## src/include/pcsi_pkg.sv

```systemverilog
// pcsi_pkg: widths, register offsets, reset values and fixed
// addresses shared by the program counter, stack and indirect units.
// assumes a single core clock and a synchronous active-high reset.
package pcsi_pkg;

   // ----------------------------------------------------------------
   // widths
   // ----------------------------------------------------------------
   localparam int PC_W       = 13;
   localparam int LOW_W      = 8;
   localparam int LATCH_W    = 5;
   localparam int TARGET_W   = 11;
   localparam int DATA_W     = 8;
   localparam int FADDR_W    = 9;
   localparam int REG_ADDR_W = 4;
   localparam int STACK_DEPTH = 8;
   localparam int SP_W       = 3;

   // ----------------------------------------------------------------
   // field positions
   // ----------------------------------------------------------------
   localparam int PAGE_BIT   = 3;
   localparam int BANK_BIT   = 7;

   // ----------------------------------------------------------------
   // register offsets on the plain register port
   // ----------------------------------------------------------------
   localparam logic [REG_ADDR_W-1:0] OFS_INDIRECT = 4'h0;
   localparam logic [REG_ADDR_W-1:0] OFS_LOW      = 4'h1;
   localparam logic [REG_ADDR_W-1:0] OFS_STATUS   = 4'h2;
   localparam logic [REG_ADDR_W-1:0] OFS_POINTER  = 4'h3;
   localparam logic [REG_ADDR_W-1:0] OFS_LATCH    = 4'h4;

   // ----------------------------------------------------------------
   // reset values and fixed addresses
   // ----------------------------------------------------------------
   localparam logic [PC_W-1:0]    PC_RESET      = 13'h0000;
   localparam logic [LATCH_W-1:0] LATCH_RESET   = 5'h00;
   localparam logic [DATA_W-1:0]  POINTER_RESET = 8'h00;
   localparam logic               BANK_RESET    = 1'b0;
   localparam logic [SP_W-1:0]    SP_RESET      = 3'h0;
   localparam logic [PC_W-1:0]    IRQ_VECTOR    = 13'h0004;
   localparam logic [DATA_W-1:0]  SELF_POINTER  = 8'h00;
   localparam logic [DATA_W-1:0]  SELF_READ     = 8'h00;
   localparam logic [DATA_W-1:0]  UNMAPPED_READ = 8'h00;
   // on this part the bank bit takes no part in the address
   localparam logic               BANK_USED     = 1'b0;

endpackage : pcsi_pkg

```

## src/hdl/pcsi_core.sv

```systemverilog
// pcsi_core: program counter, high-address latch, return stack and
// indirect data addressing of a small 8-bit core.
// assumes one event per cycle from the sequencer and same-clock inputs.
//
// Functional notes
// RULE_01 - 13-bit program counter drives fetch; its low byte is read/write
// RULE_02 - upper counter bits hidden; loaded from the high-address latch on a low-byte write
// RULE_03 - eight 13-bit stack entries, pointer invisible to software
// RULE_04 - call and interrupt branch push the counter
// RULE_05 - plain, literal and interrupt returns pop into the counter
// RULE_06 - push and pop leave the high-address latch untouched
// RULE_07 - stack is circular; ninth push overwrites first, no error
// RULE_08 - call and branch take 11 target bits, page bit from latch bit 3; code takes both page bits from latch bits 4:3
// RULE_09 - full counter stacked; returns need no page-bit change
// RULE_10 - indirect register has no storage, redirects through the pointer
// RULE_11 - indirect read with pointer zero returns 00h
// RULE_12 - indirect write with pointer zero changes nothing
// RULE_13 - 9-bit indirect address from bank bit and pointer; bank ignored
// RULE_14 - stack pointer wraps both ways; empty pop gives wrapped entry
// RULE_15 - interrupt pushes the address of the next instruction
//
// The address-and-strobe port and the register offsets were left to the implementer.
module pcsi_core
   import pcsi_pkg::*;
(
   // clock and reset
   input  wire logic                  ref_clk,
   input  wire logic                  srst,

   // register port
   input  wire logic [REG_ADDR_W-1:0] reg_addr,
   input  wire logic [DATA_W-1:0]     reg_wdata,
   input  wire logic                  reg_wr,
   input  wire logic                  reg_rd,
   output logic      [DATA_W-1:0]     reg_rdata,

   // sequencer events
   input  wire logic                  fetch_advance,
   input  wire logic                  call_op,
   input  wire logic                  uncond_branch_op,
   input  wire logic [TARGET_W-1:0]   branch_target,
   input  wire logic                  return_op,
   input  wire logic                  return_literal_op,
   input  wire logic                  interrupt_return_op,
   input  wire logic                  irq_take,

   // program memory fetch
   output logic      [PC_W-1:0]       fetch_addr,

   // data file
   output logic      [FADDR_W-1:0]    file_addr,
   output logic                       file_rd,
   output logic                       file_wr,
   output logic      [DATA_W-1:0]     file_wdata,
   input  wire logic [DATA_W-1:0]     file_rdata
);

   // ----------------------------------------------------------------
   // state
   // ----------------------------------------------------------------
   logic [PC_W-1:0]    program_counter;
   logic [PC_W-1:0]    next_program_counter;
   logic [LATCH_W-1:0] high_address_latch;
   logic [LATCH_W-1:0] next_high_address_latch;
   logic [DATA_W-1:0]  data_pointer_reg;
   logic [DATA_W-1:0]  next_data_pointer_reg;
   logic               indirect_bank_bit;
   logic               next_indirect_bank_bit;
   logic [DATA_W-1:0]  rdata_q;
   logic [DATA_W-1:0]  next_rdata;

   // ----------------------------------------------------------------
   // decode
   // ----------------------------------------------------------------
   logic               wr_indirect;
   logic               wr_low;
   logic               wr_status;
   logic               wr_pointer;
   logic               wr_latch;
   logic               rd_indirect;
   logic               any_return;
   logic               do_push;
   logic               do_pop;
   logic [PC_W-1:0]    stack_top;
   logic [PC_W-1:0]    push_value;
   logic [PC_W-1:0]    page_target;
   logic               self_hit;

   assign wr_indirect = reg_wr & (reg_addr == OFS_INDIRECT);
   assign wr_low      = reg_wr & (reg_addr == OFS_LOW);
   assign wr_status   = reg_wr & (reg_addr == OFS_STATUS);
   assign wr_pointer  = reg_wr & (reg_addr == OFS_POINTER);
   assign wr_latch    = reg_wr & (reg_addr == OFS_LATCH);
   assign rd_indirect = reg_rd & (reg_addr == OFS_INDIRECT);

   // ----------------------------------------------------------------
   // stack control
   // ----------------------------------------------------------------
   // all three return kinds pop the same way
   assign any_return = return_op | return_literal_op
                     | interrupt_return_op; // RULE_05

   // interrupt has top priority, then call, then returns
   assign do_push = irq_take | call_op; // RULE_04
   // a branch outranks a return, so the dropped return must not pop
   assign do_pop  = any_return & ~do_push & ~uncond_branch_op; // RULE_05

   // counter already points past the current instruction, so the
   // value pushed is the next one to run in both cases
   assign push_value = program_counter; // RULE_09 RULE_15

   pcsi_stack u_stack (
      .ref_clk   (ref_clk),
      .srst      (srst),
      .push      (do_push),
      .pop       (do_pop),
      .push_addr (push_value),
      .top_addr  (stack_top)
   );

   // ----------------------------------------------------------------
   // program counter
   // ----------------------------------------------------------------
   // page bits 4:3 from latch, low eleven bits from the instruction
   assign page_target = {high_address_latch[LATCH_W-1:PAGE_BIT],
                         branch_target}; // RULE_08

   always_comb begin
      next_program_counter = program_counter;
      if (irq_take) begin
         next_program_counter = IRQ_VECTOR; // RULE_15
      end else if (call_op | uncond_branch_op) begin
         next_program_counter = page_target; // RULE_08 RULE_02
      end else if (any_return) begin
         // full address restored, latch not consulted
         next_program_counter = stack_top; // RULE_05 RULE_09
      end else if (wr_low) begin
         // a low-byte write also loads the hidden upper bits
         next_program_counter = {high_address_latch,
                                 reg_wdata}; // RULE_01 RULE_02
      end else if (fetch_advance) begin
         next_program_counter = program_counter + 13'h0001;
      end
   end

   always_ff @(posedge ref_clk) begin
      if (srst) begin
         program_counter <= PC_RESET;
      end else begin
         program_counter <= next_program_counter;
      end
   end

   assign fetch_addr = program_counter; // RULE_01

   // ----------------------------------------------------------------
   // high-address latch
   // ----------------------------------------------------------------
   // only a software write moves it; push and pop never do
   always_comb begin
      next_high_address_latch = high_address_latch;
      if (wr_latch) begin
         next_high_address_latch = reg_wdata[LATCH_W-1:0]; // RULE_06
      end
   end

   always_ff @(posedge ref_clk) begin
      if (srst) begin
         high_address_latch <= LATCH_RESET;
      end else begin
         high_address_latch <= next_high_address_latch;
      end
   end

   // ----------------------------------------------------------------
   // pointer and bank bit
   // ----------------------------------------------------------------
   always_comb begin
      next_data_pointer_reg  = data_pointer_reg;
      next_indirect_bank_bit = indirect_bank_bit;
      if (wr_pointer) begin
         next_data_pointer_reg = reg_wdata;
      end
      if (wr_status) begin
         // kept for software, but it never reaches the address
         next_indirect_bank_bit = reg_wdata[BANK_BIT]; // RULE_13
      end
   end

   always_ff @(posedge ref_clk) begin
      if (srst) begin
         data_pointer_reg  <= POINTER_RESET;
         indirect_bank_bit <= BANK_RESET;
      end else begin
         data_pointer_reg  <= next_data_pointer_reg;
         indirect_bank_bit <= next_indirect_bank_bit;
      end
   end

   // ----------------------------------------------------------------
   // indirect access
   // ----------------------------------------------------------------
   pcsi_indirect u_indirect (
      .pointer   (data_pointer_reg),
      .bank      (indirect_bank_bit),
      .acc_rd    (rd_indirect),
      .acc_wr    (wr_indirect),
      .file_addr (file_addr),
      .file_rd   (file_rd),
      .file_wr   (file_wr),
      .self_hit  (self_hit)
   );

   // write data goes straight through; the strobe alone guards it
   assign file_wdata = reg_wdata; // RULE_10

   // ----------------------------------------------------------------
   // read data
   // ----------------------------------------------------------------
   // upper counter bits and stack pointer have no read path
   always_comb begin
      next_rdata = UNMAPPED_READ;
      if (reg_rd) begin
         case (reg_addr)
            OFS_INDIRECT: begin
               if (self_hit) begin
                  next_rdata = SELF_READ; // RULE_11
               end else begin
                  next_rdata = file_rdata; // RULE_10
               end
            end
            OFS_LOW: begin
               next_rdata = program_counter[LOW_W-1:0]; // RULE_01
            end
            OFS_STATUS: begin
               next_rdata = {indirect_bank_bit, 7'h00};
            end
            OFS_POINTER: begin
               next_rdata = data_pointer_reg;
            end
            OFS_LATCH: begin
               next_rdata = {3'h0, high_address_latch};
            end
            default: begin
               next_rdata = UNMAPPED_READ;
            end
         endcase
      end
   end

   always_ff @(posedge ref_clk) begin
      if (srst) begin
         rdata_q <= UNMAPPED_READ;
      end else begin
         rdata_q <= next_rdata;
      end
   end

   assign reg_rdata = rdata_q;

endmodule : pcsi_core

```

## src/hdl/pcsi_stack.sv

```systemverilog
// pcsi_stack: eight-entry circular return-address stack.
// assumes push and pop are never asked in the same cycle; push wins.
module pcsi_stack
   import pcsi_pkg::*;
(
   // clock and reset
   input  wire logic            ref_clk,
   input  wire logic            srst,
   // requests
   input  wire logic            push,
   input  wire logic            pop,
   input  wire logic [PC_W-1:0] push_addr,
   // answer
   output logic      [PC_W-1:0] top_addr
);

   logic [PC_W-1:0] entry [STACK_DEPTH];
   logic [SP_W-1:0] sp;
   logic [SP_W-1:0] next_sp;
   logic [SP_W-1:0] below;

   // ----------------------------------------------------------------
   // pointer
   // ----------------------------------------------------------------
   assign below = sp - 3'h1;
   // entry under the pointer, read out even on an empty stack
   assign top_addr = entry[below]; // RULE_14

   always_comb begin
      next_sp = sp;
      if (push) begin
         next_sp = sp + 3'h1; // RULE_07
      end else if (pop) begin
         next_sp = below; // RULE_14
      end
   end

   always_ff @(posedge ref_clk) begin
      if (srst) begin
         sp <= SP_RESET;
      end else begin
         sp <= next_sp;
      end
   end

   // ----------------------------------------------------------------
   // storage, no reset: contents are undefined until pushed
   // ----------------------------------------------------------------
   // ninth push lands on slot of first, no overflow flag
   always_ff @(posedge ref_clk) begin
      if (push) begin
         entry[sp] <= push_addr; // RULE_03 RULE_07
      end
   end

endmodule : pcsi_stack

```

## src/hdl/pcsi_indirect.sv

```systemverilog
// pcsi_indirect: redirects accesses of the virtual indirect register
// to the data file through the pointer register.
// assumes the data file answers reads combinationally in the same cycle.
module pcsi_indirect
   import pcsi_pkg::*;
(
   // pointer state
   input  wire logic [DATA_W-1:0]  pointer,
   input  wire logic               bank,
   // access to the virtual register
   input  wire logic               acc_rd,
   input  wire logic               acc_wr,
   // redirected access
   output logic      [FADDR_W-1:0] file_addr,
   output logic                    file_rd,
   output logic                    file_wr,
   output logic                    self_hit
);

   // ----------------------------------------------------------------
   // address forming
   // ----------------------------------------------------------------
   assign file_addr = {bank & BANK_USED, pointer}; // RULE_13
   assign self_hit  = (pointer == SELF_POINTER);

   // pointing at itself reaches nothing: no read, no write
   assign file_rd = acc_rd & ~self_hit; // RULE_10 RULE_11
   assign file_wr = acc_wr & ~self_hit; // RULE_10 RULE_12

endmodule : pcsi_indirect

```

## config.mk

```make
export PLATFORM = sky130hd
export DESIGN_NAME = pcsi_core
export DESIGN_NICKNAME = d
export VERILOG_FILES = /design/src/include/pcsi_pkg.sv /design/src/hdl/pcsi_core.sv /design/src/hdl/pcsi_stack.sv /design/src/hdl/pcsi_indirect.sv
export SDC_FILE = /design/constraint.sdc
export NUM_CORES = 1
export LEC_CHECK = 0
export BUFFER_PORTS_ARGS = -buffer_cell sky130_fd_sc_hd__buf_2
export CELL_PAD_IN_SITES_DETAIL_PLACEMENT = 0
export CELL_PAD_IN_SITES_GLOBAL_PLACEMENT = 2
export CORE_AREA = 3 3 107 161
export CTS_CLUSTER_DIAMETER = 30
export DETAILED_ROUTE_END_ITERATION = 8
export DIE_AREA = 0 0 110 164
export PLACE_DENSITY = 0.88
export SYNTH_ARGS = -nofsm -noshare
export SYNTH_HDL_FRONTEND = slang
export SYNTH_HIERARCHICAL = 1
export SYNTH_SLANG_ARGS = --single-unit
```

## constraint.sdc

```tcl
create_clock -name ref_clk -period 4 [get_ports ref_clk]
set_input_delay 0.8 -clock ref_clk [delete_from_list [all_inputs] [get_ports ref_clk]]
set_output_delay 0.8 -clock ref_clk [all_outputs]
set_load 0.02 [all_outputs]
```

==> results.sh, run 1 <==
export IMPL_ys_flop_type="edfxtp_1"
export IMPL_dp_slack_ns=1.17
export IMPL_grt_pass1_wl_um=29100
export IMPL_clkTransAtPathRegs_ns=0.07
export IMPL_skew_ns=0.0114
export IMPL_crit_arrival_ns=2.03
export IMPL_grt_busiest_layer="met2"
export IMPL_crit_type="input port to output port"
export IMPL_start_util_pct=41.5
export IMPL_cts_resized=0
export IMPL_grt_pass1_vias=4990
export IMPL_vias_per_cell=5.90
export IMPL_synth_edff_count=104
export IMPL_power_uw=3790
export IMPL_syn_nets=609
export IMPL_post_cts_buffers=0
export IMPL_grt_met1_usage_pct=24.4
export IMPL_place_congestion=0.902
export IMPL_syn_cell_area_mm2=0.00666
export IMPL_wl_per_cell_um=22.6
export IMPL_synth_top_area_cell="edfxtp_1"
export IMPL_crit_required_ns=3.20
export IMPL_cap_viol_max_count=0
export IMPL_num_vias=4964
export IMPL_fin_crit_ns=2.83
export IMPL_num_fill_cells=1439
export IMPL_peakVddDrop_mv=0.331
export IMPL_crit_path_end_kind="output port"
export IMPL_synth_area_leaders="edfxtp_1 47%, dfxtp_1 11%, mux2i_1 8.7%"
export IMPL_final_util_pct=48.0
export IMPL_clockBufferDepth=2
export IMPL_final_cells=841
export IMPL_grt_setup_unrepaired="no"
export IMPL_cts_root_buffer="clkbuf_16"
export IMPL_p_leak_uw=0.00279
export IMPL_multiInputGateArea_mm2=0.00247
export IMPL_cts_tree="built"
export IMPL_die_width_um=110
export IMPL_cts_inserted_buffers=17
export IMPL_path_max_fanout=12
export IMPL_insertion_delay_ns=0.42
export IMPL_coreArea_mm2=0.0160
export IMPL_port_buffers=80
export IMPL_routed_wl_um=19000
export IMPL_setup_viol=0
export IMPL_drt_first_iter_violations=243
export IMPL_synth_distinct_cells=58
export IMPL_dieArea_mm2=0.0180
export IMPL_die_h_um=164
export IMPL_drv_slew=0
export IMPL_max_flop_register="u_stack/entry"
export IMPL_placementRows=57
export IMPL_grt_max_degree=34
export IMPL_ant_nets=0
export IMPL_dp_cells=809
export IMPL_ctsHoldBuffers=0
export IMPL_yosysWarnings=6
export IMPL_max_slew_worst_pin_slew_ns=1.04
export IMPL_drive_gt1_share_pct=22.8
export IMPL_use_met3_pct=3.34
export IMPL_finalNetCount=667
export IMPL_first_pass_iters=5
export IMPL_antenna_found_initial=0
export IMPL_fin_tns_setup_ns=0
export IMPL_grt_overflow=0
export IMPL_htree_levels=4
export IMPL_antenna_cells=0
export IMPL_hold_path_class="flop to flop"
export IMPL_syn_inst=564
export IMPL_largest_reg_flops=104
export IMPL_synth_async_reset_ratio_pct=0
export IMPL_cts_sinks=142
export IMPL_hpwlAfterDp_um=13400
export IMPL_syn2layout_area_growth_pct=15.8
export IMPL_status="complete, no violations"
export IMPL_boundaryPins=82
export IMPL_max_freq_ghz=0.354
export IMPL_synth_seq_area_share_pct=58.3
export IMPL_hold_viol=0
export IMPL_slew_headroom_pct=30.7
export IMPL_timing_final_ws_setup_ns=1.17
export IMPL_regArea_mm2=0.00388
export IMPL_power_density_mw_per_mm2=492
export IMPL_ys_ff_latch=142
export IMPL_drc_errors=0
export IMPL_synth_top_cell_area_share_pct=46.9
export IMPL_synth_area_per_cell_um2=11.8
export IMPL_worst_setup_path_start_kind="input port"
export IMPL_grt_use_total_pct=22.0
export IMPL_gr_usage_met2_pct=39.7
export IMPL_min_period_over_period_pct=70.7
[synthesized netlist by cell type, drive strengths merged, types with 3 or more instances]
| cell | number |
|---|---|
| edfxtp | 104 |
| nand3 | 65 |
| mux2i | 58 |
| dfxtp | 38 |
| nor2 | 37 |
| buf | 36 |
| nand2 | 28 |
| a21oi | 23 |
| clkbuf | 19 |
| and4 | 16 |
| o21ai | 16 |
| nor3 | 15 |
| a221oi | 10 |
| a22oi | 8 |
| nand4 | 7 |
| a31oi | 6 |
| and3 | 6 |
| xnor2 | 6 |
| nor2b | 5 |
| o221ai | 4 |
| o22ai | 4 |
| a211oi | 3 |
| a21boi | 3 |
| a21o | 3 |
| ha | 3 |
| o211ai | 3 |
| or2 | 3 |
| xor2 | 3 |
[final timing paths]
kind,startpoint,endpoint,slack [ns],cells past startpoint
worst max-delay path,reg_wr,file_wr,1.17,5
worst min-delay path,indirect_bank_bit,indirect_bank_bit,0.47,2
worst max register to register,u_stack/sp[1],fetch_addr[7],1.25,9
worst min register to register,indirect_bank_bit,indirect_bank_bit,0.47,2
[critical path, stage by stage]
cell,delay [ns]
buf_2,0.22
or3b_1,0.47
nor3_1,0.15
a21boi_0,0.18
buf_2,0.19
[cell type report]
cell class / count / area share [%]
Sequential cell: 142 / 50.4
Multi-Input combinational cell: 365 / 32.1
Tap cell: 206 / 3.34
Clock buffer: 17 / 5.52
Inverter: 2 / 0.0974
Clock inverter: 15 / 1.87
Timing Repair Buffer: 94 / 6.72
[cells by family after synthesis]
group	count (synthesis)	share of synthesized area (%)
other cells	1	0.0563
simple gates	197	15.9
flops	142	58.3
buf+inv	57	4.81
compound gates	95	9.89
fa+ha+maj	3	0.564
mux	60	9.06
xor+xnor	9	1.41
[report_power, final]
group | internal (uW) | leakage (uW) | switching (uW)
Clock | 827 | 0.000274 | 679
Sequential | 1650 | 0.00128 | 52.6
Combinational | 225 | 0.00124 | 357
Total | 2710 | 0.00279 | 1090
[stage by stage]
stage / area (um2) / hold WS [ns]
detailed placement: 7140 / 0.458
floorplan: 6660 / 0.436
finish: 7710 / 0.466
global route: 7710 / 0.500
global placement: 7140 / 0.448
CTS: 7710 / 0.469
[cell usage in the layout, fill, tap and decap left out, types with 6 or more instances in the layout]
master,count
a221oi_1,10
nor3_1,13
edfxtp_1,104
nand3_1,65
and4_1,16
a22oi_1,8
mux2i_1,58
nor2_1,35
dfxtp_1,38
buf_2,80
nand4_1,7
a31oi_1,6
and3_1,6
clkbuf_16,17
buf_4,13
nand2_1,27
o21ai_0,15
a21oi_1,23
[routing by layer]
layer | vias to the layer above | part of all wire (%)
li1 | 2263 | -
met4 | 0 | 4.9
met1 | 2425 | 36
met3 | 64 | 4.5
met2 | 212 | 55
met5 | - | 0
No activity file was read; power rests on OpenSTA's default activity.
==> run 2, diff against run 1 <==
--- a/config.mk
+++ b/config.mk
@@ -8,11 +8,11 @@
 export BUFFER_PORTS_ARGS = -buffer_cell sky130_fd_sc_hd__buf_2
 export CELL_PAD_IN_SITES_DETAIL_PLACEMENT = 0
 export CELL_PAD_IN_SITES_GLOBAL_PLACEMENT = 2
-export CORE_AREA = 3 3 107 161
+export CORE_AREA = 3 3 111 167
 export CTS_CLUSTER_DIAMETER = 30
 export DETAILED_ROUTE_END_ITERATION = 8
-export DIE_AREA = 0 0 110 164
-export PLACE_DENSITY = 0.88
+export DIE_AREA = 0 0 114 170
+export PLACE_DENSITY = 0.82
 export SYNTH_ARGS = -nofsm -noshare
 export SYNTH_HDL_FRONTEND = slang
 export SYNTH_HIERARCHICAL = 1
==> constraint.sdc (replaced) <==
create_clock -name ref_clk -period 2.7 [get_ports ref_clk]
set_input_delay 0.54 -clock ref_clk [delete_from_list [all_inputs] [get_ports ref_clk]]
set_output_delay 0.54 -clock ref_clk [all_outputs]
set_load 0.02 [all_outputs]
==> results.sh, run 2 (synthesized netlist as in run 1, its figures left out) <==
export IMPL_ctsHoldBuffers=0
export IMPL_p_comb_share_pct=15.7
export IMPL_port_buffers=80
export IMPL_num_vias=4974
export IMPL_power_density_mw_per_mm2=752
export IMPL_slew_headroom_pct=55.0
export IMPL_hold_viol=0
export IMPL_stdcell_area_mm2=0.00788
export IMPL_seq_power_share_pct=42.2
export IMPL_path_max_fanout=12
export IMPL_coreArea_mm2=0.0173
export IMPL_fin_crit_ns=2.32
export IMPL_slowest_stage="or3b_1"
export IMPL_max_freq_ghz=0.431
export IMPL_drv_slew=0
export IMPL_cts_root_buffer="clkbuf_16"
export IMPL_dp_cells=830
export IMPL_fin_tns_setup_ns=0
export IMPL_hpwlAfterDp_um=14400
export IMPL_clkTransAtPathRegs_ns=0.07
export IMPL_worst_setup_path_start_kind="input port"
export IMPL_placementRows=59
export IMPL_critPathMaxStageDelay_ns=0.48
export IMPL_skew_ns=0.00859
export IMPL_crit_type="input port to output port"
export IMPL_wl_per_cell_um=22.8
export IMPL_routed_wl_um=19700
export IMPL_crit_required_ns=2.16
export IMPL_syn2layout_area_growth_pct=18.4
export IMPL_peakVddDrop_mv=0.553
export IMPL_min_period_over_period_pct=85.9
export IMPL_antenna_cells=0
export IMPL_grt_overflow=0
export IMPL_drc_errors=0
export IMPL_swShare_pct=27.5
export IMPL_layout_common_cells="104 x edfxtp_1, 80 x buf_2, 65 x nand3_1"
export IMPL_grt_max_degree=32
export IMPL_htree_levels=4
export IMPL_cts_inserted_buffers=17
export IMPL_max_slew_worst_pin_slew_ns=0.673
export IMPL_insertion_delay_ns=0.42
export IMPL_cts_resized=0
export IMPL_path_cells="buf_2 > or3b_1 > nor3_1 > a21boi_0 > buf_2"
export IMPL_first_pass_iters=5
export IMPL_boundaryPins=82
export IMPL_crit_path_end_kind="output port"
export IMPL_drt_first_iter_violations=390
export IMPL_p_switching_uw=1630
export IMPL_dpl_instance_area_mm2=0.00726
export IMPL_cts_tree="built"
export IMPL_dieArea_mm2=0.0194
export IMPL_p_int_uw=4300
export IMPL_place_congestion=0.955
export IMPL_status="complete, no violations"
export IMPL_cap_viol_max_count=0
export IMPL_start_util_pct=38.5
export IMPL_setup_viol=0
export IMPL_drive_gt1_share_pct=24.0
export IMPL_ant_nets=0
export IMPL_post_cts_buffers=0
export IMPL_power_frac_clock_pct=42.1
export IMPL_mostFrequentLayoutCell="edfxtp_1"
export IMPL_grt_pass1_vias=5075
export IMPL_die_h_um=170
export IMPL_crit_arrival_ns=1.78
export IMPL_grt_setup_unrepaired="no"
export IMPL_grt_pass1_wl_um=29800
export IMPL_die_width_um=114
export IMPL_largest_reg_flops=104
export IMPL_cp_common_cell="buf_2"
export IMPL_cts_sinks=142
export IMPL_clockBufferDepth=2
export IMPL_max_flop_register="u_stack/entry"
export IMPL_grt_use_total_pct=20.7
export IMPL_antenna_found_initial=0
export IMPL_hold_path_class="input port to flop"
export IMPL_final_cells=862
export IMPL_finalNetCount=681
export IMPL_p_leak_uw=0.00290
export IMPL_vias_per_cell=5.77
run 2: power by group through the flow:
stage          Sequential, uW  Combinational [uW]  Clock, uW
5_1_grt                  2510                1000       2620
3_5_place_dp             2550                 929          0
6_report                 2500                 931       2500
2_1_floorplan            2560                 600          0
3_3_place_gp             2540                 926          0
4_1_cts                  2500                 935       2520
run 2: cell type report:
class | count | area [um2]
fill | 1621 | 9390
multi-input combinational | 365 | 2470
clock inverter | 15 | 199
sequential | 142 | 3880
timing repair buffer | 108 | 636
clock buffer | 17 | 425
inverter | 2 | 7.51
tap | 213 | 267
run 2: final timing paths:
| check | startpoint | to | slack, ns | depth (start not counted) |
|---|---|---|---|---|
| hold / removal | file_rdata[4] | reg_rdata[4] | 0.37 | 3 |
| hold reg to reg | indirect_bank_bit | indirect_bank_bit | 0.46 | 2 |
| setup reg to reg | u_stack/sp[1] | fetch_addr[12] | 0.43 | 10 |
| setup / recovery | reg_addr[3] | file_wr | 0.38 | 5 |
run 2: metal layers:
| layer | vias to the layer above | track usage, % | wire length, um |
|---|---|---|---|
| li1 | 2284 | - | - |
| met1 | 2396 | 21.8 | 6950 |
| met3 | 55 | 3.81 | 1130 |
| met4 | 0 | 12.8 | 1170 |
| met2 | 239 | 37.5 | 10400 |
| met5 | - | 0 | 0 |
run 2: worst max-delay path, delay by kind of cell:
kind                   cells  cell delay, ns
AND/OR/NAND/NOR            2            0.66
AO/OA/AOI/OAI              1            0.21
buffers and inverters      2            0.36
run 2: metrics by stage:
| step | setup WS, ns | util [%] | power [uW] | hold slack, ns |
|---|---|---|---|---|
| floorplan | 0.150 | - | 3160 | 0.436 |
| global placement | 0.384 | 42.0 | 3470 | 0.450 |
| detailed placement | 0.379 | 42.0 | 3480 | 0.455 |
| CTS | 0.389 | 45.6 | 5960 | 0.353 |
| global route | 0.187 | 45.6 | 6140 | 0.392 |
| finish | 0.381 | 45.6 | 5930 | 0.371 |
==> run 3, diff against run 2 <==
==> constraint.sdc (replaced) <==
create_clock -name ref_clk -period 2.55 [get_ports ref_clk]
set_input_delay 0.51 -clock ref_clk [delete_from_list [all_inputs] [get_ports ref_clk]]
set_output_delay 0.51 -clock ref_clk [all_outputs]
set_load 0.02 [all_outputs]
==> results.sh, run 3 (synthesized netlist as in run 1, its figures left out) <==
export IMPL_dieArea_mm2=0.0194
export IMPL_mostFrequentLayoutCell="edfxtp_1"
export IMPL_first_pass_iters=5
export IMPL_setup_viol=0
export IMPL_critPathMaxStageDelay_ns=0.38
export IMPL_regArea_mm2=0.00388
export IMPL_htree_levels=4
export IMPL_hold_slack_ns=0.355
export IMPL_post_cts_buffers=0
export IMPL_clkTransAtPathRegs_ns=0.06
export IMPL_p_leak_uw=0.00290
export IMPL_hold_viol=0
export IMPL_placementRows=59
export IMPL_power_density_mw_per_mm2=771
export IMPL_syn2layout_area_growth_pct=18.5
export IMPL_hold_path_class="input port to flop"
export IMPL_drive_gt1_share_pct=24.3
export IMPL_antenna_found_initial=0
export IMPL_crit_arrival_ns=2.65
export IMPL_drv_slew=0
export IMPL_fin_crit_ns=2.37
export IMPL_status="complete, no violations"
export IMPL_cts_inserted_buffers=17
export IMPL_peakVddDrop_mv=0.471
export IMPL_grt_overflow=0
export IMPL_largest_reg_flops=104
export IMPL_cap_viol_max_count=0
export IMPL_place_congestion=0.957
export IMPL_grt_pass1_wl_um=30800
export IMPL_cts_root_buffer="clkbuf_16"
export IMPL_num_vias=5020
export IMPL_wl_per_cell_um=23.3
export IMPL_p_comb_share_pct=17.1
export IMPL_skew_ns=0.0128
export IMPL_antenna_cells=0
export IMPL_grt_setup_unrepaired="no"
export IMPL_multiInputGateArea_mm2=0.00247
export IMPL_slew_headroom_pct=51.8
export IMPL_vias_per_cell=5.80
export IMPL_worst_setup_path_start_kind="flop"
export IMPL_swShare_pct=26.9
export IMPL_finalNetCount=685
export IMPL_grt_pass1_vias=5192
export IMPL_hpwlAfterDp_um=14800
export IMPL_boundaryPins=82
export IMPL_drt_first_iter_violations=300
export IMPL_seq_power_share_pct=43.5
export IMPL_max_freq_ghz=0.422
export IMPL_die_h_um=170
export IMPL_grt_use_total_pct=21.3
export IMPL_dp_slack_ns=0.195
export IMPL_path_cells="inv_1 > ha_2 > buf_12 > mux2i_1 > nand3_1 > and4_1 > and3_1 > a221oi_1 > o32ai_1"
export IMPL_slowest_stage="ha_2"
export IMPL_cts_sinks=142
export IMPL_p_switching_uw=1640
export IMPL_clockBufferDepth=2
export IMPL_crit_required_ns=2.83
export IMPL_routed_wl_um=20200
export IMPL_p_int_uw=4450
export IMPL_cts_resized=0
export IMPL_fin_tns_setup_ns=0
export IMPL_coreArea_mm2=0.0173
export IMPL_ant_nets=0
export IMPL_grt_max_degree=32
export IMPL_die_width_um=114
export IMPL_num_fill_cells=1646
export IMPL_port_buffers=80
export IMPL_start_util_pct=38.5
export IMPL_insertion_delay_ns=0.41
export IMPL_power_frac_clock_pct=39.4
export IMPL_dpl_instance_area_mm2=0.00731
export IMPL_crit_path_end_kind="flop"
export IMPL_timing_final_ws_setup_ns=0.179
export IMPL_min_period_over_period_pct=93.0
export IMPL_max_slew_worst_pin_slew_ns=0.720
export IMPL_stdcell_area_mm2=0.00789
export IMPL_max_flop_register="u_stack/entry"
export IMPL_drc_errors=0
export IMPL_crit_type="flop to flop"
export IMPL_ctsHoldBuffers=0
export IMPL_layout_common_cells="104 x edfxtp_1, 80 x buf_2, 65 x nand3_1"
export IMPL_path_max_fanout=28
export IMPL_cts_tree="built"
run 3: cell count changes in the layout (fill, tap and decap cells not counted), sizes merged:
cell      change
clkinv        +3
buf           +4
inv           -6
clkinvlp      +2
clkbuf        +2
bufinv        -1
run 3: stage by stage:
stage               utilization (%)  total power (uW)  instances
global route                   45.7              6300        866
floorplan                         -              3340        564
detailed placement             42.3              3730        834
CTS                            45.7              6120        866
global placement               42.3              3730        834
finish                         45.7              6080        866
run 3: power groups by stage:
stage | Clock [uW] | Sequential, uW | Combinational [uW]
final | 2400 | 2650 | 1040
after global routing | 2530 | 2660 | 1110
after CTS | 2430 | 2650 | 1040
after detailed placement | 0 | 2700 | 1030
after global placement | 0 | 2690 | 1030
after floorplan | 0 | 2710 | 635
run 3: final cells by class:
type | instances | area share, %
clock inverter | 13 | 1.78
multi-input combinational | 365 | 31.3
tap | 213 | 3.38
sequential | 142 | 49.2
inverter | 2 | 0.0952
clock buffer | 19 | 5.49
timing repair buffer | 112 | 8.76
run 3: path summary, 6_finish.rpt:
check | cells past startpoint | startpoint | to | slack, ns
worst max-delay path | 9 | u_stack/sp[1] | fetch_addr[9] | 0.18
worst min-delay path | 3 | file_rdata[4] | reg_rdata[4] | 0.36
worst max register to register | 9 | u_stack/sp[1] | fetch_addr[9] | 0.18
worst min register to register | 2 | indirect_bank_bit | indirect_bank_bit | 0.47
run 3: layer usage:
metal / global-route usage, % / up-vias / part of all wire, %
li1: - / 2297 / -
met1: 22.7 / 2474 / 36
met2: 38.7 / 204 / 54
met3: 3.56 / 45 / 4.7
met4: 12.6 / 0 / 5.2
met5: 0 / - / 0
run 3: critical path: cells and delay by family, from the launching register on:
| family | cells | cell delay, ns |
|---|---|---|
| and+or+nand+nor | 3 | 0.51 |
| DFF | 1 | 0.37 |
| adders and majority gates | 1 | 0.38 |
| muxes | 1 | 0.26 |
| buffers and inverters | 2 | 0.31 |
| AOI/OAI and AO/OA | 2 | 0.39 |
